<file path="src/rtl/tmr_consts.svh">
// Operation
// - Counting starts unaligned to the count pulse; first match may slip one clock.
// - Capture still happens during a read; interrupt only for valid edges.
// - Capture/compare contents are not guaranteed after the channel stops.
// - Overflow flag sets on wrap and on FFFF match-clear.
// - Clearing overflow before the count reaches 0001 is ignored.
// - One-shot only in free-running and clear-on-edge modes.
// - Capture on the count clock, interrupt at the next count clock.
// - Reverse-phase capture raises no interrupt; second-input edge only interrupts.
// - First enable after reset sees a high input as a rising edge.
// - First-input filter samples at peripheral clock or at count clock.
// - An edge needs the new level on two consecutive samples.
// - Trigger inputs are ignored while the channel is stopped.
// - Mode 01 runs free, mode 00 holds the counter stopped.
// - Mode 10 clears and starts on the first input's valid edge; here the counter runs from the mode write and the edge only clears it.
`ifndef TMR_CONSTS_SVH
`define TMR_CONSTS_SVH

`define TMR_OFF_MODE      8'h00
`define TMR_OFF_PRS       8'h04
`define TMR_OFF_CRC       8'h08
`define TMR_OFF_TOC       8'h0C
`define TMR_OFF_COUNT     8'h10
`define TMR_OFF_CC1       8'h14
`define TMR_OFF_CC2       8'h18

`define TMR_OVF_BIT       0
`define TMR_MODE_LSB      2
`define TMR_MODE_MSB      3
`define TMR_PRS_LSB       0
`define TMR_PRS_MSB       1
`define TMR_ES1_LSB       4
`define TMR_ES1_MSB       5
`define TMR_ES2_LSB       6
`define TMR_ES2_MSB       7
`define TMR_CRC_CAP1      0
`define TMR_CRC_REV       1
`define TMR_CRC_CAP2      2
`define TMR_TOC_OE        0
`define TMR_TOC_LVR       2
`define TMR_TOC_LVS       3
`define TMR_TOC_INV2      4
`define TMR_TOC_OSE       5
`define TMR_TOC_OST       6
`define TMR_TOC_MSB       5

`define TMR_CNT_ZERO      16'h0000
`define TMR_CNT_ONE       16'h0001
`define TMR_CNT_MAX       16'hFFFF
`define TMR_PRS_RST       8'h00
`define TMR_CRC_RST       3'h0
`define TMR_TOC_RST       6'h00
`define TMR_DIV4_MASK     8'h03
`define TMR_DIV16_MASK    8'h0F

`define TMR_SEL_FULL      2'h0
`define TMR_SEL_DIV4      2'h1
`define TMR_SEL_DIV16     2'h2
`define TMR_SEL_EXT       2'h3
`define TMR_ES_FALL       2'h0
`define TMR_ES_RISE       2'h1
`define TMR_ES_BOTH       2'h3

`endif

</file>
<file path="src/rtl/tmr_pkg.sv">
package tmr_pkg;
    typedef enum logic [1:0] {
        TMR_MODE_STOP      = 2'h0,
        TMR_MODE_FREE      = 2'h1,
        TMR_MODE_CLR_EDGE  = 2'h2,
        TMR_MODE_CLR_MATCH = 2'h3
    } tmr_mode_t;

    typedef enum logic [1:0] {
        TMR_OS_IDLE   = 2'h0,
        TMR_OS_ARMED  = 2'h1,
        TMR_OS_ACTIVE = 2'h3
    } tmr_os_state_t;
endpackage : tmr_pkg

</file>
<file path="src/rtl/tmr_core.sv">
// The implementer's own choices: the address map and the AHB-Lite interface to the registers.
`timescale 1ns/1ps
`include "tmr_consts.svh"
module tmr_core #(
    parameter int PRE_W = 8                          // prescaler counter width
) (
    input  wire logic                 clk_in,                  // peripheral clock, 40 MHz
    input  wire logic                 sys_rst_in,              // async reset, active high
    input  wire logic                 hsel_in,                 // ahb select
    input  wire logic [31:0]          haddr_in,                // ahb address
    input  wire logic [1:0]           htrans_in,               // ahb transfer type
    input  wire logic                 hwrite_in,               // ahb write
    input  wire logic [2:0]           hsize_in,                // ahb size, word only
    input  wire logic [31:0]          hwdata_in,               // ahb write data
    input  wire logic                 hready_in,               // ahb ready
    output logic      [31:0]          hrdata_out,              // ahb read data
    output logic                      hreadyout_out,           // ahb ready out
    output logic                      hresp_out,               // ahb response
    input  wire logic                 trigger_input_first_in,  // first trigger input
    input  wire logic                 trigger_input_second_in, // second trigger input
    output logic                      timer_output_pin_out,    // timer output
    output logic                      first_match_irq_out,     // first match/capture pulse
    output logic                      second_match_irq_out,    // second match/capture pulse
    output tmr_pkg::tmr_mode_t        mode_out                 // current operating mode
);
    import tmr_pkg::*;

    function automatic logic edge_hit(input logic r, input logic f, input logic [1:0] sel);
        edge_hit = (r && (sel == `TMR_ES_RISE || sel == `TMR_ES_BOTH))
                || (f && (sel == `TMR_ES_FALL || sel == `TMR_ES_BOTH));
    endfunction : edge_hit

    tmr_mode_t     mode_reg,   mode_next;
    tmr_os_state_t os_reg,     os_next;
    logic          ovf_reg,    ovf_next;
    logic          hold_reg,   hold_next;
    logic [7:0]    prs_reg,    prs_next;
    logic [2:0]    crc_reg,    crc_next;
    logic [`TMR_TOC_MSB:0] toc_reg, toc_next;
    logic [15:0]   cnt_reg,    cnt_next;
    logic [15:0]   cc1_reg,    cc1_next;
    logic [15:0]   cc2_reg,    cc2_next;
    logic [PRE_W-1:0] pre_reg, pre_next;
    logic          pend1_reg,  pend1_next;
    logic          pend2_reg,  pend2_next;
    logic          irq1_next,  irq2_next;
    logic          out_reg,    out_next;
    logic          dsel_reg,   dwrite_reg;
    logic [7:0]    daddr_reg;
    logic [31:0]   rdata_next;

    logic       running, ext_clk, pre_tick, tick, sample_en, wr_en, addr_ok, os_allowed;
    logic       f_rise, f_fall, s_rise, s_fall, f_valid, f_rev, s_valid, m1, m2;
    logic [1:0] prs_sel, es1, es2;

    assign running   = (mode_reg != TMR_MODE_STOP);
    assign prs_sel   = prs_reg[`TMR_PRS_MSB:`TMR_PRS_LSB];
    assign es1       = prs_reg[`TMR_ES1_MSB:`TMR_ES1_LSB];
    assign es2       = prs_reg[`TMR_ES2_MSB:`TMR_ES2_LSB];
    assign ext_clk   = (prs_sel == `TMR_SEL_EXT);
    // prescaler runs free, so a start lands anywhere in the count period
    assign pre_tick  = (prs_sel == `TMR_SEL_FULL)
                    || (prs_sel == `TMR_SEL_DIV4
                        && (pre_reg[7:0] & `TMR_DIV4_MASK) == `TMR_DIV4_MASK)
                    || (prs_sel == `TMR_SEL_DIV16
                        && (pre_reg[7:0] & `TMR_DIV16_MASK) == `TMR_DIV16_MASK);
    assign sample_en = ext_clk ? 1'b1 : pre_tick;
    assign f_valid   = edge_hit(f_rise, f_fall, es1);
    assign f_rev     = (es1 != `TMR_ES_BOTH) && edge_hit(f_fall, f_rise, es1);
    assign s_valid   = edge_hit(s_rise, s_fall, es2);
    assign tick      = running && (ext_clk ? f_valid : pre_tick);
    assign m1        = tick && cnt_reg == cc1_reg;
    assign m2        = tick && cnt_reg == cc2_reg;
    assign wr_en     = dsel_reg && dwrite_reg;
    assign addr_ok   = hsel_in && hready_in && htrans_in[1];
    assign os_allowed = toc_reg[`TMR_TOC_OSE]
                     && (mode_reg == TMR_MODE_FREE || mode_reg == TMR_MODE_CLR_EDGE);

    assign hreadyout_out        = 1'b1;
    assign hresp_out            = 1'b0;
    assign timer_output_pin_out = out_reg;
    assign mode_out             = mode_reg;

    tmr_edge_filter u_filt_first (
        .clk_in     (clk_in),
        .sys_rst_in (sys_rst_in),
        .pin_in     (trigger_input_first_in),
        .sample_in  (sample_en),
        .run_in     (running),
        .rise_out   (f_rise),
        .fall_out   (f_fall)
    );

    tmr_edge_filter u_filt_second (
        .clk_in     (clk_in),
        .sys_rst_in (sys_rst_in),
        .pin_in     (trigger_input_second_in),
        .sample_in  (sample_en),
        .run_in     (running),
        .rise_out   (s_rise),
        .fall_out   (s_fall)
    );

    always_comb begin
        mode_next  = mode_reg;
        os_next    = os_reg;
        ovf_next   = ovf_reg;
        hold_next  = hold_reg;
        prs_next   = prs_reg;
        crc_next   = crc_reg;
        toc_next   = toc_reg;
        cnt_next   = cnt_reg;
        cc1_next   = cc1_reg;
        cc2_next   = cc2_reg;
        pre_next   = pre_reg + {{(PRE_W-1){1'b0}}, 1'b1};
        pend1_next = pend1_reg;
        pend2_next = pend2_reg;
        irq1_next  = 1'b0;
        irq2_next  = 1'b0;
        out_next   = out_reg;
        rdata_next = 32'h0000_0000;

        case (haddr_in[7:0])
            `TMR_OFF_MODE: begin
                rdata_next[`TMR_MODE_MSB:`TMR_MODE_LSB] = mode_reg;
                rdata_next[`TMR_OVF_BIT] = ovf_reg;
            end
            `TMR_OFF_PRS:   rdata_next[7:0]  = prs_reg;
            `TMR_OFF_CRC:   rdata_next[2:0]  = crc_reg;
            `TMR_OFF_TOC:   rdata_next[`TMR_TOC_MSB:0] = toc_reg;
            `TMR_OFF_COUNT: rdata_next[15:0] = cnt_reg;
            `TMR_OFF_CC1:   rdata_next[15:0] = cc1_reg;
            `TMR_OFF_CC2:   rdata_next[15:0] = cc2_reg;
            default:        rdata_next = 32'h0000_0000;
        endcase

        if (wr_en) begin
            case (daddr_reg)
                `TMR_OFF_MODE: begin
                    mode_next = tmr_mode_t'(hwdata_in[`TMR_MODE_MSB:`TMR_MODE_LSB]);
                    if (!hwdata_in[`TMR_OVF_BIT] && !hold_reg) begin
                        ovf_next = 1'b0;
                    end
                end
                `TMR_OFF_PRS:  prs_next = hwdata_in[7:0];
                `TMR_OFF_CRC:  crc_next = hwdata_in[2:0];
                `TMR_OFF_TOC:  toc_next = hwdata_in[`TMR_TOC_MSB:0];
                `TMR_OFF_CC1:  cc1_next = hwdata_in[15:0];
                `TMR_OFF_CC2:  cc2_next = hwdata_in[15:0];
                default:       mode_next = mode_reg;
            endcase
        end

        // stop zeroes the count; capture/compare registers are left as they are
        if (!running) begin
            cnt_next  = `TMR_CNT_ZERO;
            hold_next = 1'b0;
            if (toc_reg[`TMR_TOC_LVS] && !toc_reg[`TMR_TOC_LVR]) begin
                out_next = 1'b1;
            end else if (toc_reg[`TMR_TOC_LVR] && !toc_reg[`TMR_TOC_LVS]) begin
                out_next = 1'b0;
            end
        end else if (tick) begin
            if (cnt_reg == `TMR_CNT_ZERO) begin
                hold_next = 1'b0;
            end
            if (mode_reg == TMR_MODE_CLR_MATCH && cnt_reg == cc1_reg) begin
                cnt_next = `TMR_CNT_ZERO;
            end else begin
                cnt_next = cnt_reg + `TMR_CNT_ONE;
            end
            if (cnt_reg == `TMR_CNT_MAX) begin
                ovf_next  = 1'b1;
                hold_next = 1'b1;
            end
        end

        if (running && mode_reg == TMR_MODE_CLR_EDGE && f_valid) begin
            cnt_next = `TMR_CNT_ZERO;
        end

        // count-clock interrupt: pending captures and compare matches fire here
        if (tick) begin
            irq1_next  = pend1_reg || (!crc_reg[`TMR_CRC_CAP1] && m1);
            irq2_next  = pend2_reg || (!crc_reg[`TMR_CRC_CAP2] && m2);
            pend1_next = 1'b0;
            pend2_next = 1'b0;
        end

        // captures proceed regardless of any read in progress
        if (crc_reg[`TMR_CRC_CAP2] && f_valid) begin
            cc2_next   = cnt_reg;
            pend2_next = 1'b1;
        end
        if (crc_reg[`TMR_CRC_CAP1]) begin
            if (!crc_reg[`TMR_CRC_REV] && s_valid) begin
                cc1_next   = cnt_reg;
                pend1_next = 1'b1;
            end else if (crc_reg[`TMR_CRC_REV]) begin
                if (f_rev) begin
                    cc1_next = cnt_reg;
                end
                if (s_valid) begin
                    pend1_next = 1'b1;
                end
            end
        end

        case (os_reg)
            TMR_OS_IDLE: begin
                if (os_allowed && (f_valid || (wr_en && daddr_reg == `TMR_OFF_TOC
                                               && hwdata_in[`TMR_TOC_OST]))) begin
                    os_next = TMR_OS_ARMED;
                end
            end
            TMR_OS_ARMED: begin
                if (m2) begin
                    os_next  = TMR_OS_ACTIVE;
                    out_next = 1'b1;
                end
            end
            TMR_OS_ACTIVE: begin
                // a trigger here is not expected and is simply not acted on
                if (m1) begin
                    os_next  = TMR_OS_IDLE;
                    out_next = 1'b0;
                end
            end
            default: os_next = TMR_OS_IDLE;
        endcase
        if (!os_allowed) begin
            os_next = TMR_OS_IDLE;
        end

        if (running && toc_reg[`TMR_TOC_OE] && !toc_reg[`TMR_TOC_OSE]) begin
            if (m1 != (m2 && toc_reg[`TMR_TOC_INV2])) begin
                out_next = ~out_reg;
            end
        end
    end

    always_ff @(posedge clk_in or posedge sys_rst_in) begin
        if (sys_rst_in) begin
            mode_reg             <= TMR_MODE_STOP;
            os_reg               <= TMR_OS_IDLE;
            ovf_reg              <= 1'b0;
            hold_reg             <= 1'b0;
            prs_reg              <= `TMR_PRS_RST;
            crc_reg              <= `TMR_CRC_RST;
            toc_reg              <= `TMR_TOC_RST;
            cnt_reg              <= `TMR_CNT_ZERO;
            cc1_reg              <= `TMR_CNT_ZERO;
            cc2_reg              <= `TMR_CNT_ZERO;
            pre_reg              <= '0;
            pend1_reg            <= 1'b0;
            pend2_reg            <= 1'b0;
            first_match_irq_out  <= 1'b0;
            second_match_irq_out <= 1'b0;
            out_reg              <= 1'b0;
            dsel_reg             <= 1'b0;
            dwrite_reg           <= 1'b0;
            daddr_reg            <= 8'h00;
            hrdata_out           <= 32'h0000_0000;
        end else begin
            mode_reg             <= mode_next;
            os_reg               <= os_next;
            ovf_reg              <= ovf_next;
            hold_reg             <= hold_next;
            prs_reg              <= prs_next;
            crc_reg              <= crc_next;
            toc_reg              <= toc_next;
            cnt_reg              <= cnt_next;
            cc1_reg              <= cc1_next;
            cc2_reg              <= cc2_next;
            pre_reg              <= pre_next;
            pend1_reg            <= pend1_next;
            pend2_reg            <= pend2_next;
            first_match_irq_out  <= irq1_next;
            second_match_irq_out <= irq2_next;
            out_reg              <= out_next;
            dsel_reg             <= addr_ok;
            dwrite_reg           <= addr_ok && hwrite_in;
            daddr_reg            <= haddr_in[7:0];
            hrdata_out           <= rdata_next;
        end
    end
endmodule : tmr_core

</file>
<file path="src/rtl/tmr_edge_filter.sv">
`timescale 1ns/1ps
module tmr_edge_filter (
    input  wire logic clk_in,      // peripheral clock
    input  wire logic sys_rst_in,  // async reset, active high
    input  wire logic pin_in,      // trigger input level
    input  wire logic sample_in,   // sampling strobe
    input  wire logic run_in,      // channel running
    output logic      rise_out,    // filtered rising edge pulse
    output logic      fall_out     // filtered falling edge pulse
);
    logic samp_reg,  samp_next;
    logic level_reg, level_next;
    logic seen_reg,  seen_next;
    logic rise_next, fall_next;

    always_comb begin
        samp_next  = sample_in ? pin_in : samp_reg;
        level_next = level_reg;
        rise_next  = 1'b0;
        fall_next  = 1'b0;
        seen_next  = seen_reg | run_in;
        if (!run_in) begin
            level_next = seen_reg ? pin_in : 1'b0;
        end else if (sample_in && pin_in == samp_reg && pin_in != level_reg) begin
            level_next = pin_in;
            rise_next  = pin_in;
            fall_next  = ~pin_in;
        end
    end

    always_ff @(posedge clk_in or posedge sys_rst_in) begin
        if (sys_rst_in) begin
            samp_reg  <= 1'b0;
            level_reg <= 1'b0;
            seen_reg  <= 1'b0;
            rise_out  <= 1'b0;
            fall_out  <= 1'b0;
        end else begin
            samp_reg  <= samp_next;
            level_reg <= level_next;
            seen_reg  <= seen_next;
            rise_out  <= rise_next;
            fall_out  <= fall_next;
        end
    end
endmodule : tmr_edge_filter

</file>
<file path="config.mk">
export PLATFORM = sky130hd
export DESIGN_NAME = tmr_core
export DESIGN_NICKNAME = d
export VERILOG_FILES = /design/src/rtl/tmr_pkg.sv /design/src/rtl/tmr_core.sv /design/src/rtl/tmr_edge_filter.sv
export VERILOG_INCLUDE_DIRS = /design/src /design/src/rtl
export SDC_FILE = /design/constraint.sdc
export NUM_CORES = 1
export LEC_CHECK = 0
export BUFFER_PORTS_ARGS = -buffer_cell sky130_fd_sc_hd__buf_2
export CAP_MARGIN = 0
export CORE_ASPECT_RATIO = 1.25
export CORE_MARGIN = 2
export CORE_UTILIZATION = 53
export DETAILED_ROUTE_END_ITERATION = 7
export GPL_TIMING_DRIVEN = 0
export PLACE_DENSITY_LB_ADDON = 0.1
export SYNTH_ARGS = -nofsm -noshare
export SYNTH_HDL_FRONTEND = slang
export SYNTH_HIERARCHICAL = 1
export SYNTH_SLANG_ARGS = --single-unit
export TNS_END_PERCENT = 1
</file>
<file path="constraint.sdc">
create_clock -name clk_in -period 7.1 [get_ports clk_in]
set_clock_uncertainty 0.15 [all_clocks]
set_input_delay 1.42 -clock clk_in [delete_from_list [all_inputs] [get_ports clk_in]]
set_output_delay 1.42 -clock clk_in [all_outputs]
set_load 0.02 [all_outputs]
</file>
---- Word level (Yosys, flattened, before mapping) ----
Index checks and enable logic that the tools add are counted.
cells by class
  $add $sub $neg .......................... 2
  $mul .................................... 0
  divide/modulo/power cells ............... 0
  order comparisons ....................... 0
  eq/ne operators ......................... 42
  shifts and indexed selects .............. 0
  multiplexer cells ....................... 68
  bitwise gates (word level) .............. 5
  reductions and logical operators ........ 76
operators by type and width
  operator                                                         count
  16-bit 2-to-1 mux                                                13
  1-bit 2-to-1 mux                                                 42
  8-bit by 5-bit == test with 1-bit output, second input constant  5
  1-bit logical AND                                                37
  16-bit == test                                                   2
  8-bit by 4-bit == test with 1-bit output, second input constant  4
  8-bit one-hot mux with 3 select lines                            1
  16-bit by 1-bit adder with 16-bit output, second input constant  1
  16-bit == test, second input constant                            1
  2-bit == test, second input constant                             8
  8-bit by 3-bit == test with 1-bit output, second input constant  2
  16-bit zero test                                                 1
  8-bit zero test                                                  2
  1-bit one-hot mux with 7 select lines                            2
  1-bit logical OR                                                 13
  1-bit one-hot mux with 6 select lines                            2
  2-bit AND reduction                                              6
  2-bit by 1-bit == test with 1-bit output, second input constant  5
  2-bit one-hot mux with 5 select lines                            1
  3-bit != test, second input constant                             3
  8-bit by 1-bit adder with 8-bit output, second input constant    1
  1-bit zero test                                                  8
  2-bit zero test                                                  4
  2-bit 2-to-1 mux                                                 4
  other kinds (13)                                                 25
storage, ports and cells
  bits in registers ....................... 120
  latch bits .............................. 0
  bits in writable memories ............... 0
  ROM bits ................................ 0
  input bits .............................. 76
  memories kept ........................... 0

---- Depth between registers and ports, before layout ----
Gate-level depths: netlist of run 1.
  depth after elaboration ................. 11
  depth in mapped cells ................... 9
  depth with buffers taken out ............ 8

---- By module ----
The synthesis of run 1 kept the hierarchy.
modules (own cells, without submodules)
  module           instances  cells each  area an instance (um^2)
  tmr_core         1          550         5,551.6
  tmr_edge_filter  2          18          209.0

---- Worst setup path before layout of run 1 ----
Ideal clock, no wire load.
  kind .................................... input to register
  from .................................... input haddr_in[7]
  to ...................................... register hrdata_out[1]
  arrival ................................. 2.904 ns
  data required time ...................... 6.881 ns
  path slack .............................. 3.977 ns
  cell stages on the path ................. 7
  path through ............................ or4_1 > nor2_1 > nand2_1 > nor3b_2 > buf_2 > a22oi_1 > nand3_1
on the way
  cells in the longest elaborated chain, start to end .. 2
  elaborated cells between the ends (all ways) .. 7
ends and longest elaborated chain
  item                                                                    RTL line         text
  start: declaration                                                      tmr_core.sv:10   input wire logic [31:0] haddr_in,
  8-bit by 5-bit == test with 1-bit output, or another cell as far along  tmr_core.sv:123  case (haddr_in[7:0])
  1-bit one-hot mux with 6 select lines *                                 tmr_core.sv:123
  named net rdata_next[1]                                                 tmr_core.sv:50   logic [31:0] rdata_next;
  end signal: assignment                                                  tmr_core.sv:284  hrdata_out <= rdata_next;
  end: declaration                                                        tmr_core.sv:16   output logic [31:0] hrdata_out,
Mark *: on every way through the listed nets, which the timed path passes. The rest lies on a longest branch.
A chain may end at the register's enable or synchronous reset.

---- Worst setup path after layout of run 1 ----
Same ends and word-level chain as after synthesis.

==> run metrics, run 1 <==
status finished with violations; violated checks DRC; PwrDens 254 nW/µm²; critical setup path kind in -> reg; Synth Area in Adders 2.10%; postcts setup bufs 0; final worst path period need 3.46 ns; worst-path cell chain buf_2 > or4_1 > nor2_1 > nand2_1 > nor3_2 > clkbuf_1 > a22oi_1 > nand3_1; CTS resizes 0; Synth Area in Compound Gates 12.8%; DRC 1; RSZ-0062 raised after global routing no; cell family with most CP delay simple AND/OR/NAND/NOR gates; Synth Area in XOR/XNOR 4.99%; Die Span Y 123 µm; CP Max Fanout 10; antenna violations before repair 0; Slew Viols, Final 0; TritonCTS clock tree yes; DR WL met3 994 µm; Mapped Cells 586; drt wl/cell 19.4 µm; Setup TNS Final 0 ns; total gr overflow 0; first-pass GRT wire length 25000 µm; Post-Synth Simple-Gate Area 15.5%; Worst Hold Endpoint pre_reg[0]$_DFF_PP0_; max_cap viols 0; PortBufs 52; Synth top cells by count dfrtp_1 (116), nand2_1 (79), o21ai_0 (47); crit end category register; fmax 0.289 GHz; Peak VDD IR 195 µV; Distinct cells, synth 53; nets@finish 760; clk_lat worst skew 0.41 ns; io pins 115; worst r2r dst cnt_reg[3]$_DFFE_PP0P_; cts bufs inserted 17; Pleak 3.48 nW; RD Place Congestion 0.923; Synth async-reset ratio 100%; clk buf depth 2; Syn Area/Cell 10.2 µm²; class of the worst hold path reg -> reg; Post-synth EDFFs 0; Slew HR 33.8%; vias in the first global route 4614; Seq cells post-synth 116; worst flop-to-flop path startpoint pre_reg[0]$_DFF_PP0_; final wirelength 15900 µm; share of cells above drive strength 1 21.1%; Mapped Area 5970 µm²; area delta synth->final 18.8%; Core ar. 11000 µm²; Syn. warnings 6; sequential cell area fraction in the yosys report 48.6%; Final Hold Viols 0; final setup violation count 0; die span in x 98.9 µm; multiplexer share of the synthesized area 9.47%; drt initial violations 455; Slew @ Worst Pin 0.966 ns; ANT nets after route 0; CTS H-tree depth 4; largest family of logic cells by synthesized area simple AND/OR/NAND/NOR gates; total track usage 27.1%; Initial Util 54.1%; DP HPWL 11400 µm; count leader, synth dfrtp_1; Arr. time, crit path 3.65 ns; worst hold stages 1; Inserted Diodes 0; via count 4858; met1 WL 6430 µm; Clock transition at path regs 0.06 ns; Vias/cell 5.91; Root Driver clkbuf_16; post-synth top area share 48.6%; final period utilization 48.8%; leading area contributor after synthesis dfrtp_1; min-delay src pre_reg[0]$_DFF_PP0_; Sink Count 116; required time worst endpoint 7.28 ns; top_reg_cell synth dfrtp_1; CP max-delay cell or4_1; Setup crit start kind input pin; Cell Rows 43; Top Metal Used met4; Area contributors post-synth dfrtp_1 (49%), mux2i_1 (5.7%), nand2_1 (5.0%), o21ai_0 (3.9%), mux2_2 (2.6%); pin count of the biggest net entering global routing 56; Post-CTS Hold Buffers 0; CP peak stage delay 0.58 ns; drt first pass iters 8; WP buf/inv 2; Die Area 12100 µm²; r2r worst-path depth 8; Routed met2 length 8030 µm; Reg2Reg Setup Slack 3.91 ns; Tot Pwr 1.80 mW
==> per-layer routing <==
metal | vias to the layer above | GRT usage [%]
met1 | 2376 | 33.4
met2 | 210 | 45.9
met4 | 0 | 12.9
met5 | - | 0
li1 | 2240 | -
met3 | 32 | 5.24
==> placed cells by master, fill, tap and decap left out, types with 10 or more instances in the layout <==
cell type	Yosys	routed
dfrtp_1	116	116
nand2_1	79	79
buf_2	14	66
o21ai_0	47	47
mux2i_1	34	34
inv_1	25	24
clkbuf_1	22	22
buf_4	18	18
conb_1	2	18
xnor2_1	17	17
xor2_1	17	17
clkbuf_16	0	17
a21oi_1	16	16
a31oi_1	14	14
mux2_2	14	14
a222oi_1	13	13
nand3_1	12	12
nand4_1	10	10
and3_1	10	10
ha_1	10	10
==> how the worst max path moves through the flow <==
| stage | from | to | slack [ns] | depth (start not counted) |
|---|---|---|---|---|
| after CTS | haddr_in[7] | hrdata_out[1]$_DFF_PP0_ | 3.72 | 8 |
| final | haddr_in[7] | hrdata_out[1]$_DFF_PP0_ | 3.64 | 8 |
| after global routing | haddr_in[7] | hrdata_out[1]$_DFF_PP0_ | 3.60 | 8 |
| after floorplan | sys_rst_in | cc1_reg[0]$_DFF_PP0_ | 2.74 | 1 |
| after global placement | sys_rst_in | hrdata_out[15]$_DFF_PP0_ | 1.42 | 2 |
| after detailed placement | haddr_in[7] | hrdata_out[1]$_DFF_PP0_ | 3.30 | 8 |
==> cells by family (layout without fill, tap and decap cells) <==
group,Yosys count,count (layout)
AND/OR/NAND/NOR,174,174
AO/OA/AOI/OAI,119,119
adder cells (fa/ha/maj),10,10
XOR/XNOR,34,34
multiplexers,52,52
other,2,18
flip-flops,116,116
buffers and inverters,79,164
==> layout make-up <==
class	count	area [µm²]
fillers	889	3940
flip-flops and latches	116	2900
multi-input cells	407	2750
clock buffers	21	480
repair buffers	53	288
plain buffers	54	288
well taps	135	169
clock inverters	11	125
inverters	25	96.3
==> worst register-to-register path, stage by stage (launching register included) <==
cell      delay [ns]
dfrtp_1         0.36
ha_1            0.23
a31oi_1         0.10
mux2i_1         0.76
nand2_1         0.20
a211oi_2        0.51
buf_2           0.34
a21oi_1         0.10
a31oi_1         0.31
==> power breakdown <==
part	switching (mW)	leakage (nW)	internal, mW	total [mW]
sequential	0.0245	1.35	0.690	0.714
clock	0.310	0.284	0.554	0.864
combinational	0.144	1.84	0.0811	0.225
==> per-stage QoR <==
step,worst slack (ns),instance area [µm²],utilization (%),cells,hold WS (ns)
finish,3.64,7090,64.3,822,0.294
global route,3.60,7090,64.3,822,0.335
CTS,3.72,7090,64.3,822,0.302
detailed placement,3.30,6490,58.8,790,0.294
global placement,1.42,6460,58.6,789,0.284
floorplan,2.74,6030,-,602,0.272
(Power assumes the default switching activity.)
==> run 2: changes to the inputs <==
--- a/config.mk
+++ b/config.mk
@@ -6,6 +6,7 @@
 export SDC_FILE = /design/constraint.sdc
 export NUM_CORES = 1
 export LEC_CHECK = 0
+export ABC_AREA = 1
 export BUFFER_PORTS_ARGS = -buffer_cell sky130_fd_sc_hd__buf_2
 export CAP_MARGIN = 0
 export CORE_ASPECT_RATIO = 1.25
==> constraint.sdc (replaced) <==
create_clock -name clk_in -period 3.3 [get_ports clk_in]
set_clock_uncertainty 0.15 [all_clocks]
set_input_delay 0.66 -clock clk_in [delete_from_list [all_inputs] [get_ports clk_in]]
set_output_delay 0.66 -clock clk_in [all_outputs]
set_load 0.02 [all_outputs]
==> run metrics, run 2 <==
Tot Pwr 4.39 mW (+140%); Register Area 2900 µm² (unchanged); Critical Path Stages 9 (+1); critical setup path kind reg -> reg; Crit path top cell by count nand2_1; commonest cells after routing, fill and taps aside nand2_1 (200), dfrtp_1 (116), inv_1 (103), nor2_1 (77), buf_2 (62); drt wl/cell 17.3 µm (-11%); Cell Rows 44 (+2.3%); Filler Cell Count 1048 (+18%); io pins 115 (unchanged); Mapped Cells 818 (+40%); Die Span Y 127 µm (+3.3%); first-pass GRT wire length 29400 µm (+18%); via count 5864 (+21%); pin count of the biggest net entering global routing 36 (-36%); Sink Count 116 (unchanged); worst setup path endpoint cc2_reg[11]$_DFFE_PP0P_; count leader, synth nand2_1; PwrDens 577 nW/µm² (+130%); max_cap viols 0 (unchanged); area of the multi-input gates 2830 µm² (+3.0%); Setup crit start kind register; drt first pass iters 5 (-3); Routed met2 length 9760 µm (+22%); clk_lat worst skew 0.42 ns (about the same); cell family with most CP delay buffers and inverters; Setup TNS Final 0 ns (unchanged); status finished, final reports clean; postcts setup bufs 0 (unchanged); Vias/cell 5.42 (-8.2%); Syn Area/Cell 7.81 µm² (-23%); CP max-delay cell clkbuf_1; Slew Viols, Final 0 (unchanged); Distinct cells, synth 42 (-21%); fmax 0.404 GHz; drt initial violations 460 (+1.1%); Slew HR 48.4% (+15 points); Seq cells post-synth 116 (unchanged); Post-synth EDFFs 0 (unchanged); TritonCTS clock tree yes; CP peak stage delay 0.63 ns (+0.05 ns); PortBufs 52 (unchanged); Core ar. 11700 µm² (+5.8%); Root Driver clkbuf_16; Final Hold Viols 0 (unchanged); WP buf/inv 3 (+1); nets@finish 994 (+31%); top_reg_cell synth dfrtp_1; final wirelength 18700 µm (+17%); Post-CTS Hold Buffers 0 (unchanged); DRC 0 (-1); Clock transition at path regs 0.06 ns (about the same); class of the worst hold path in -> async; final period utilization 75.0%; antenna violations before repair 0 (unchanged); DR WL met3 950 µm (-4.4%); total track usage 30.4% (+3.3 points); RSZ-0062 raised after global routing no; Die Area 12900 µm² (+6.7%); DP HPWL 13900 µm (+22%); Area contributors post-synth dfrtp_1 (45%), nand2_1 (12%), inv_1 (6.1%), nor2_1 (4.5%), o21ai_0 (4.1%); worst flop-to-flop path startpoint prs_reg[5]$_DFFE_PP0P_; share of cells above drive strength 1 17.2% (-3.9 points); Mapped Area 6380 µm² (+7.0%); worst-path cell chain inv_1 > ha_1 > nand2_1 > nand2_1 > inv_2 > nor2_4 > clkbuf_1 > nor2_1 > o22ai_1; cts bufs inserted 17 (unchanged); Initial Util 54.7% (+0.58 points); Syn. warnings 6 (unchanged); die span in x 102 µm (+3.3%); final setup violation count 0 (unchanged); CP Max Fanout 10 (unchanged); Pleak 4.03 nW (+16%); Reg2Reg Setup Slack 0.82 ns (-3.09 ns); RD Place Congestion 0.956 (+3.5%); CP startpoint prs_reg[5]$_DFFE_PP0P_; leading area contributor after synthesis dfrtp_1; CTS H-tree depth 4 (unchanged); area delta synth->final 19.1%; total gr overflow 0 (unchanged); Slew @ Worst Pin 0.773 ns (-0.192 ns); Synth async-reset ratio 100% (unchanged); crit end category register; most common cell after layout, fill and taps aside nand2_1; final worst path period need 2.48 ns; vias in the first global route 5788 (+25%); post-synth top area share 45.5% (-3.2 points); met1 WL 7150 µm (+11%); Top Metal Used met4; worst r2r dst cc2_reg[11]$_DFFE_PP0P_; r2r worst-path depth 9 (+1); required time worst endpoint 3.48 ns (-3.80 ns); Arr. time, crit path 2.66 ns (-0.99 ns); ANT nets after route 0 (unchanged); CTS resizes 0 (unchanged); Peak VDD IR 405 µV (+110%); sequential cell area fraction in the yosys report 45.5% (-3.2 points); clk buf depth 2 (unchanged); Synth top cells by count nand2_1 (200), dfrtp_1 (116), inv_1 (104); Inserted Diodes 0 (unchanged)
==> run 2: where the power goes <==
group	switching [mW]	internal, mW	total (mW)
Clock	0.659	1.33	1.99
Sequential	0.100	1.55	1.65
Combinational	0.486	0.264	0.750
Total	1.24	3.14	4.39
==> run 2: final cells by class <==
cell class / instances / area share (%)
inverters: 117 / 5.82
plain buffers: 42 / 3.64
clock buffers: 22 / 6.37
flip-flops and latches: 116 / 38.2
clock inverters: 9 / 1.97
multi-input cells: 559 / 37.2
well taps: 161 / 2.65
repair buffers: 55 / 4.21
==> run 2: logic make-up (layout without fill, tap and decap cells) <==
family	count (synthesis)	count (layout)	share of synthesized area (%)
and+or+nand+nor	358	358	24.0
buffers and inverters	159	245	11.2
AOI/OAI and AO/OA	151	151	14.2
DFF	116	116	45.5
xor gates and xnor gates	22	22	3.02
adders and majority gates	10	10	1.96
other	2	18	0.118
==> run 2: per-layer routing <==
| layer | vias to the layer above | track usage, % |
|---|---|---|
| met4 | 0 | 14.9 |
| li1 | 2790 | - |
| met5 | - | 0 |
| met3 | 55 | 5.01 |
| met2 | 211 | 52.7 |
| met1 | 2808 | 36.0 |
==> run 2: worst min-delay path by stage <==
stage / to / from
6_report: u_filt_second/samp_reg$_DFFE_PP0P_ / sys_rst_in
5_1_grt: u_filt_second/samp_reg$_DFFE_PP0P_ / sys_rst_in
4_1_cts: u_filt_second/samp_reg$_DFFE_PP0P_ / sys_rst_in
3_5_place_dp: u_filt_first/seen_reg$_DFF_PP0_ / u_filt_first/seen_reg$_DFF_PP0_
3_3_place_gp: u_filt_first/seen_reg$_DFF_PP0_ / u_filt_first/seen_reg$_DFF_PP0_
2_1_floorplan: u_filt_first/seen_reg$_DFF_PP0_ / u_filt_first/seen_reg$_DFF_PP0_
==> run 2: stage by stage <==
stage          std cells  worst slack (ns)  area, µm²  hold slack [ns]  util [%]
2_1_floorplan        834              1.22       6450            0.272         -
3_3_place_gp        1047             0.468       6910            0.289      59.2
3_5_place_dp        1050             0.654       6970            0.294      59.7
4_1_cts             1081             0.852       7600           0.0236      65.2
5_1_grt             1081             0.644       7600           0.0389      65.2
6_report            1081             0.825       7600           0.0172      65.2
==> run 3: changes to the inputs <==
--- a/config.mk
+++ b/config.mk
@@ -11,7 +11,7 @@
 export CAP_MARGIN = 0
 export CORE_ASPECT_RATIO = 1.25
 export CORE_MARGIN = 2
-export CORE_UTILIZATION = 53
+export CORE_UTILIZATION = 51
 export DETAILED_ROUTE_END_ITERATION = 7
 export GPL_TIMING_DRIVEN = 0
 export PLACE_DENSITY_LB_ADDON = 0.1
==> constraint.sdc (replaced) <==
create_clock -name clk_in -period 2.2 [get_ports clk_in]
set_clock_uncertainty 0.15 [all_clocks]
set_input_delay 0.44 -clock clk_in [delete_from_list [all_inputs] [get_ports clk_in]]
set_output_delay 0.44 -clock clk_in [all_outputs]
set_load 0.02 [all_outputs]
==> run metrics, run 3 (synthesis results as in run 2) <==
CP Max Fanout 10 (unchanged); TritonCTS clock tree yes; Setup crit start kind register; Root Driver clkbuf_16; status finished, final reports clean; drt wl/cell 17.3 µm (about the same); Die Area 13400 µm² (+3.8%); final setup violation count 0 (unchanged); total track usage 29.1% (-1.2 points); CTS H-tree depth 4 (unchanged); Peak VDD IR 489 µV (+21%); drt first pass iters 8 (+3); die span in x 104 µm (+1.9%); clk_lat worst skew 0.41 ns (about the same); Core ar. 12200 µm² (+4.2%); required time worst endpoint 2.35 ns (-1.13 ns); ANT nets after route 0 (unchanged); clk buf depth 2 (unchanged); Cell Rows 45 (+2.3%); Slew Viols, Final 0 (unchanged); vias in the first global route 5752 (-0.62%); share of cells above drive strength 1 18.5% (+1.4 points); Slew @ Worst Pin 0.649 ns (-0.125 ns); io pins 115 (unchanged); area of the multi-input gates 2860 µm² (+1.1%); area delta synth->final 20.9%; max_cap viols 0 (unchanged); RD Place Congestion 0.933 (-2.4%); final worst path period need 2.15 ns (-0.327 ns); Slew HR 56.7% (+8.3 points); Clock transition at path regs 0.05 ns (about the same); PortBufs 52 (unchanged); class of the worst hold path in -> reg; final period utilization 97.7% (+23 points); total gr overflow 0 (unchanged); RSZ-0062 raised after global routing yes; Vias/cell 5.45 (+0.51%); DP HPWL 13800 µm (-1.0%); drt initial violations 417 (-9.3%); fmax 0.465 GHz (+15%); Register Area 2910 µm² (+0.13%); Setup TNS Final 0 ns (unchanged); Arr. time, crit path 2.30 ns (-0.36 ns); Inserted Diodes 0 (unchanged); nets@finish 1001 (+0.70%); most common cell after layout, fill and taps aside nand2_1; crit end category register; Filler Cell Count 1123 (+7.2%); Initial Util 52.5% (-2.2 points); antenna violations before repair 0 (unchanged); pin count of the biggest net entering global routing 45 (+25%); DP Area 6950 µm² (-0.23%); commonest cells after routing, fill and taps aside nand2_1 (197), dfrtp_1 (113), inv_1 (103), nor2_1 (75), buf_2 (60); Final Hold Viols 0 (unchanged); via count 5954 (+1.5%); DRC 0 (unchanged); final wirelength 18900 µm (+1.1%); critical setup path kind reg -> reg; first-pass GRT wire length 29800 µm (+1.4%); final instance area 7720 µm² (+1.5%); Die Span Y 129 µm (+1.9%); PwrDens 863 nW/µm² (+50%); cts bufs inserted 17 (unchanged); Pleak 4.08 nW (+1.1%); Sink Count 116 (unchanged)
==> run 3: cell types whose count changed in the layout (fill, tap and decap cells not counted), sizes merged <==
cell,before,now
clkinvlp,3,2
bufinv,4,5
buf,91,92
clkinv,3,4
dlygate4sd3,0,6
==> run 3: area by class of cell <==
cell class | instances | share of cell area [%]
Timing Repair Buffer | 62 | 4.86
Tap cell | 164 | 2.66
Clock buffer | 22 | 6.01
Multi-Input combinational cell | 559 | 37.0
Sequential cell | 116 | 37.7
Buffer | 42 | 3.73
Inverter | 117 | 5.77
Clock inverter | 10 | 2.30
==> run 3: worst paths after layout <==
path                                             startpoint                            endpoint  slack (ns)  depth (start not counted)
max                                  prs_reg[4]$_DFFE_PP0P_             cnt_reg[14]$_DFFE_PP0P_        0.05                          8
min                                             haddr_in[4]              daddr_reg[4]$_DFF_PP0_       0.008                          1
min in group asynchronous                        sys_rst_in  u_filt_second/samp_reg$_DFFE_PP0P_        0.35                          3
min reg2reg                u_filt_second/seen_reg$_DFF_PP0_    u_filt_second/seen_reg$_DFF_PP0_        0.30                          2
max in group asynchronous                        sys_rst_in             cnt_reg[13]$_DFFE_PP0P_        0.79                          4
max reg2reg                          prs_reg[4]$_DFFE_PP0P_             cnt_reg[14]$_DFFE_PP0P_        0.05                          8
==> run 3: timing repair <==
item | CTS | global route
hold endpoints to repair | 36 | 0
hold buffers | 6 | 0
setup buffers | 2 | 0
setup endpoints to repair | 34 | 50
resized for setup | 6 | 15
pin swaps | 1 | 2
==> run 3: critical path, cell delays in order (launching register included) <==
cell,delay [ns]
dfrtp_1,0.42
ha_1,0.29
o21ai_2,0.17
nand2_2,0.12
a21oi_4,0.26
nand2_2,0.09
buf_6,0.15
buf_6,0.14
a21oi_1,0.23
==> run 3: per-stage QoR <==
stage | worst slack (ns) | util [%] | std cells | power, mW | hold WS (ns)
after floorplan | 0.319 | - | 834 | 3.28 | 0.0685
after detailed placement | -0.277 | 57.2 | 1052 | 3.60 | 0.234
after global routing | -0.0741 | 63.5 | 1092 | 6.96 | 0.00553
after CTS | -0.0227 | 63.2 | 1092 | 6.65 | 0.00490
final | 0.0515 | 63.5 | 1092 | 6.66 | 0.00798
after global placement | -0.407 | 56.9 | 1050 | 3.55 | 0.230
==> run 3: power breakdown <==
group / total, mW / internal, mW / switching (mW)
logic: 1.17 / 0.416 / 0.756
clock network: 3.02 / 2.06 / 0.962
registers: 2.47 / 2.32 / 0.149
==> run 3: routing by layer <==
layer | global-route usage (%) | vias to the layer above | wire, µm
met5 | 0 | - | 0
met4 | 12.7 | 0 | 764
met3 | 5.08 | 58 | 995
met2 | 52.7 | 217 | 9730
met1 | 34.2 | 2860 | 7370
li1 | - | 2819 | -
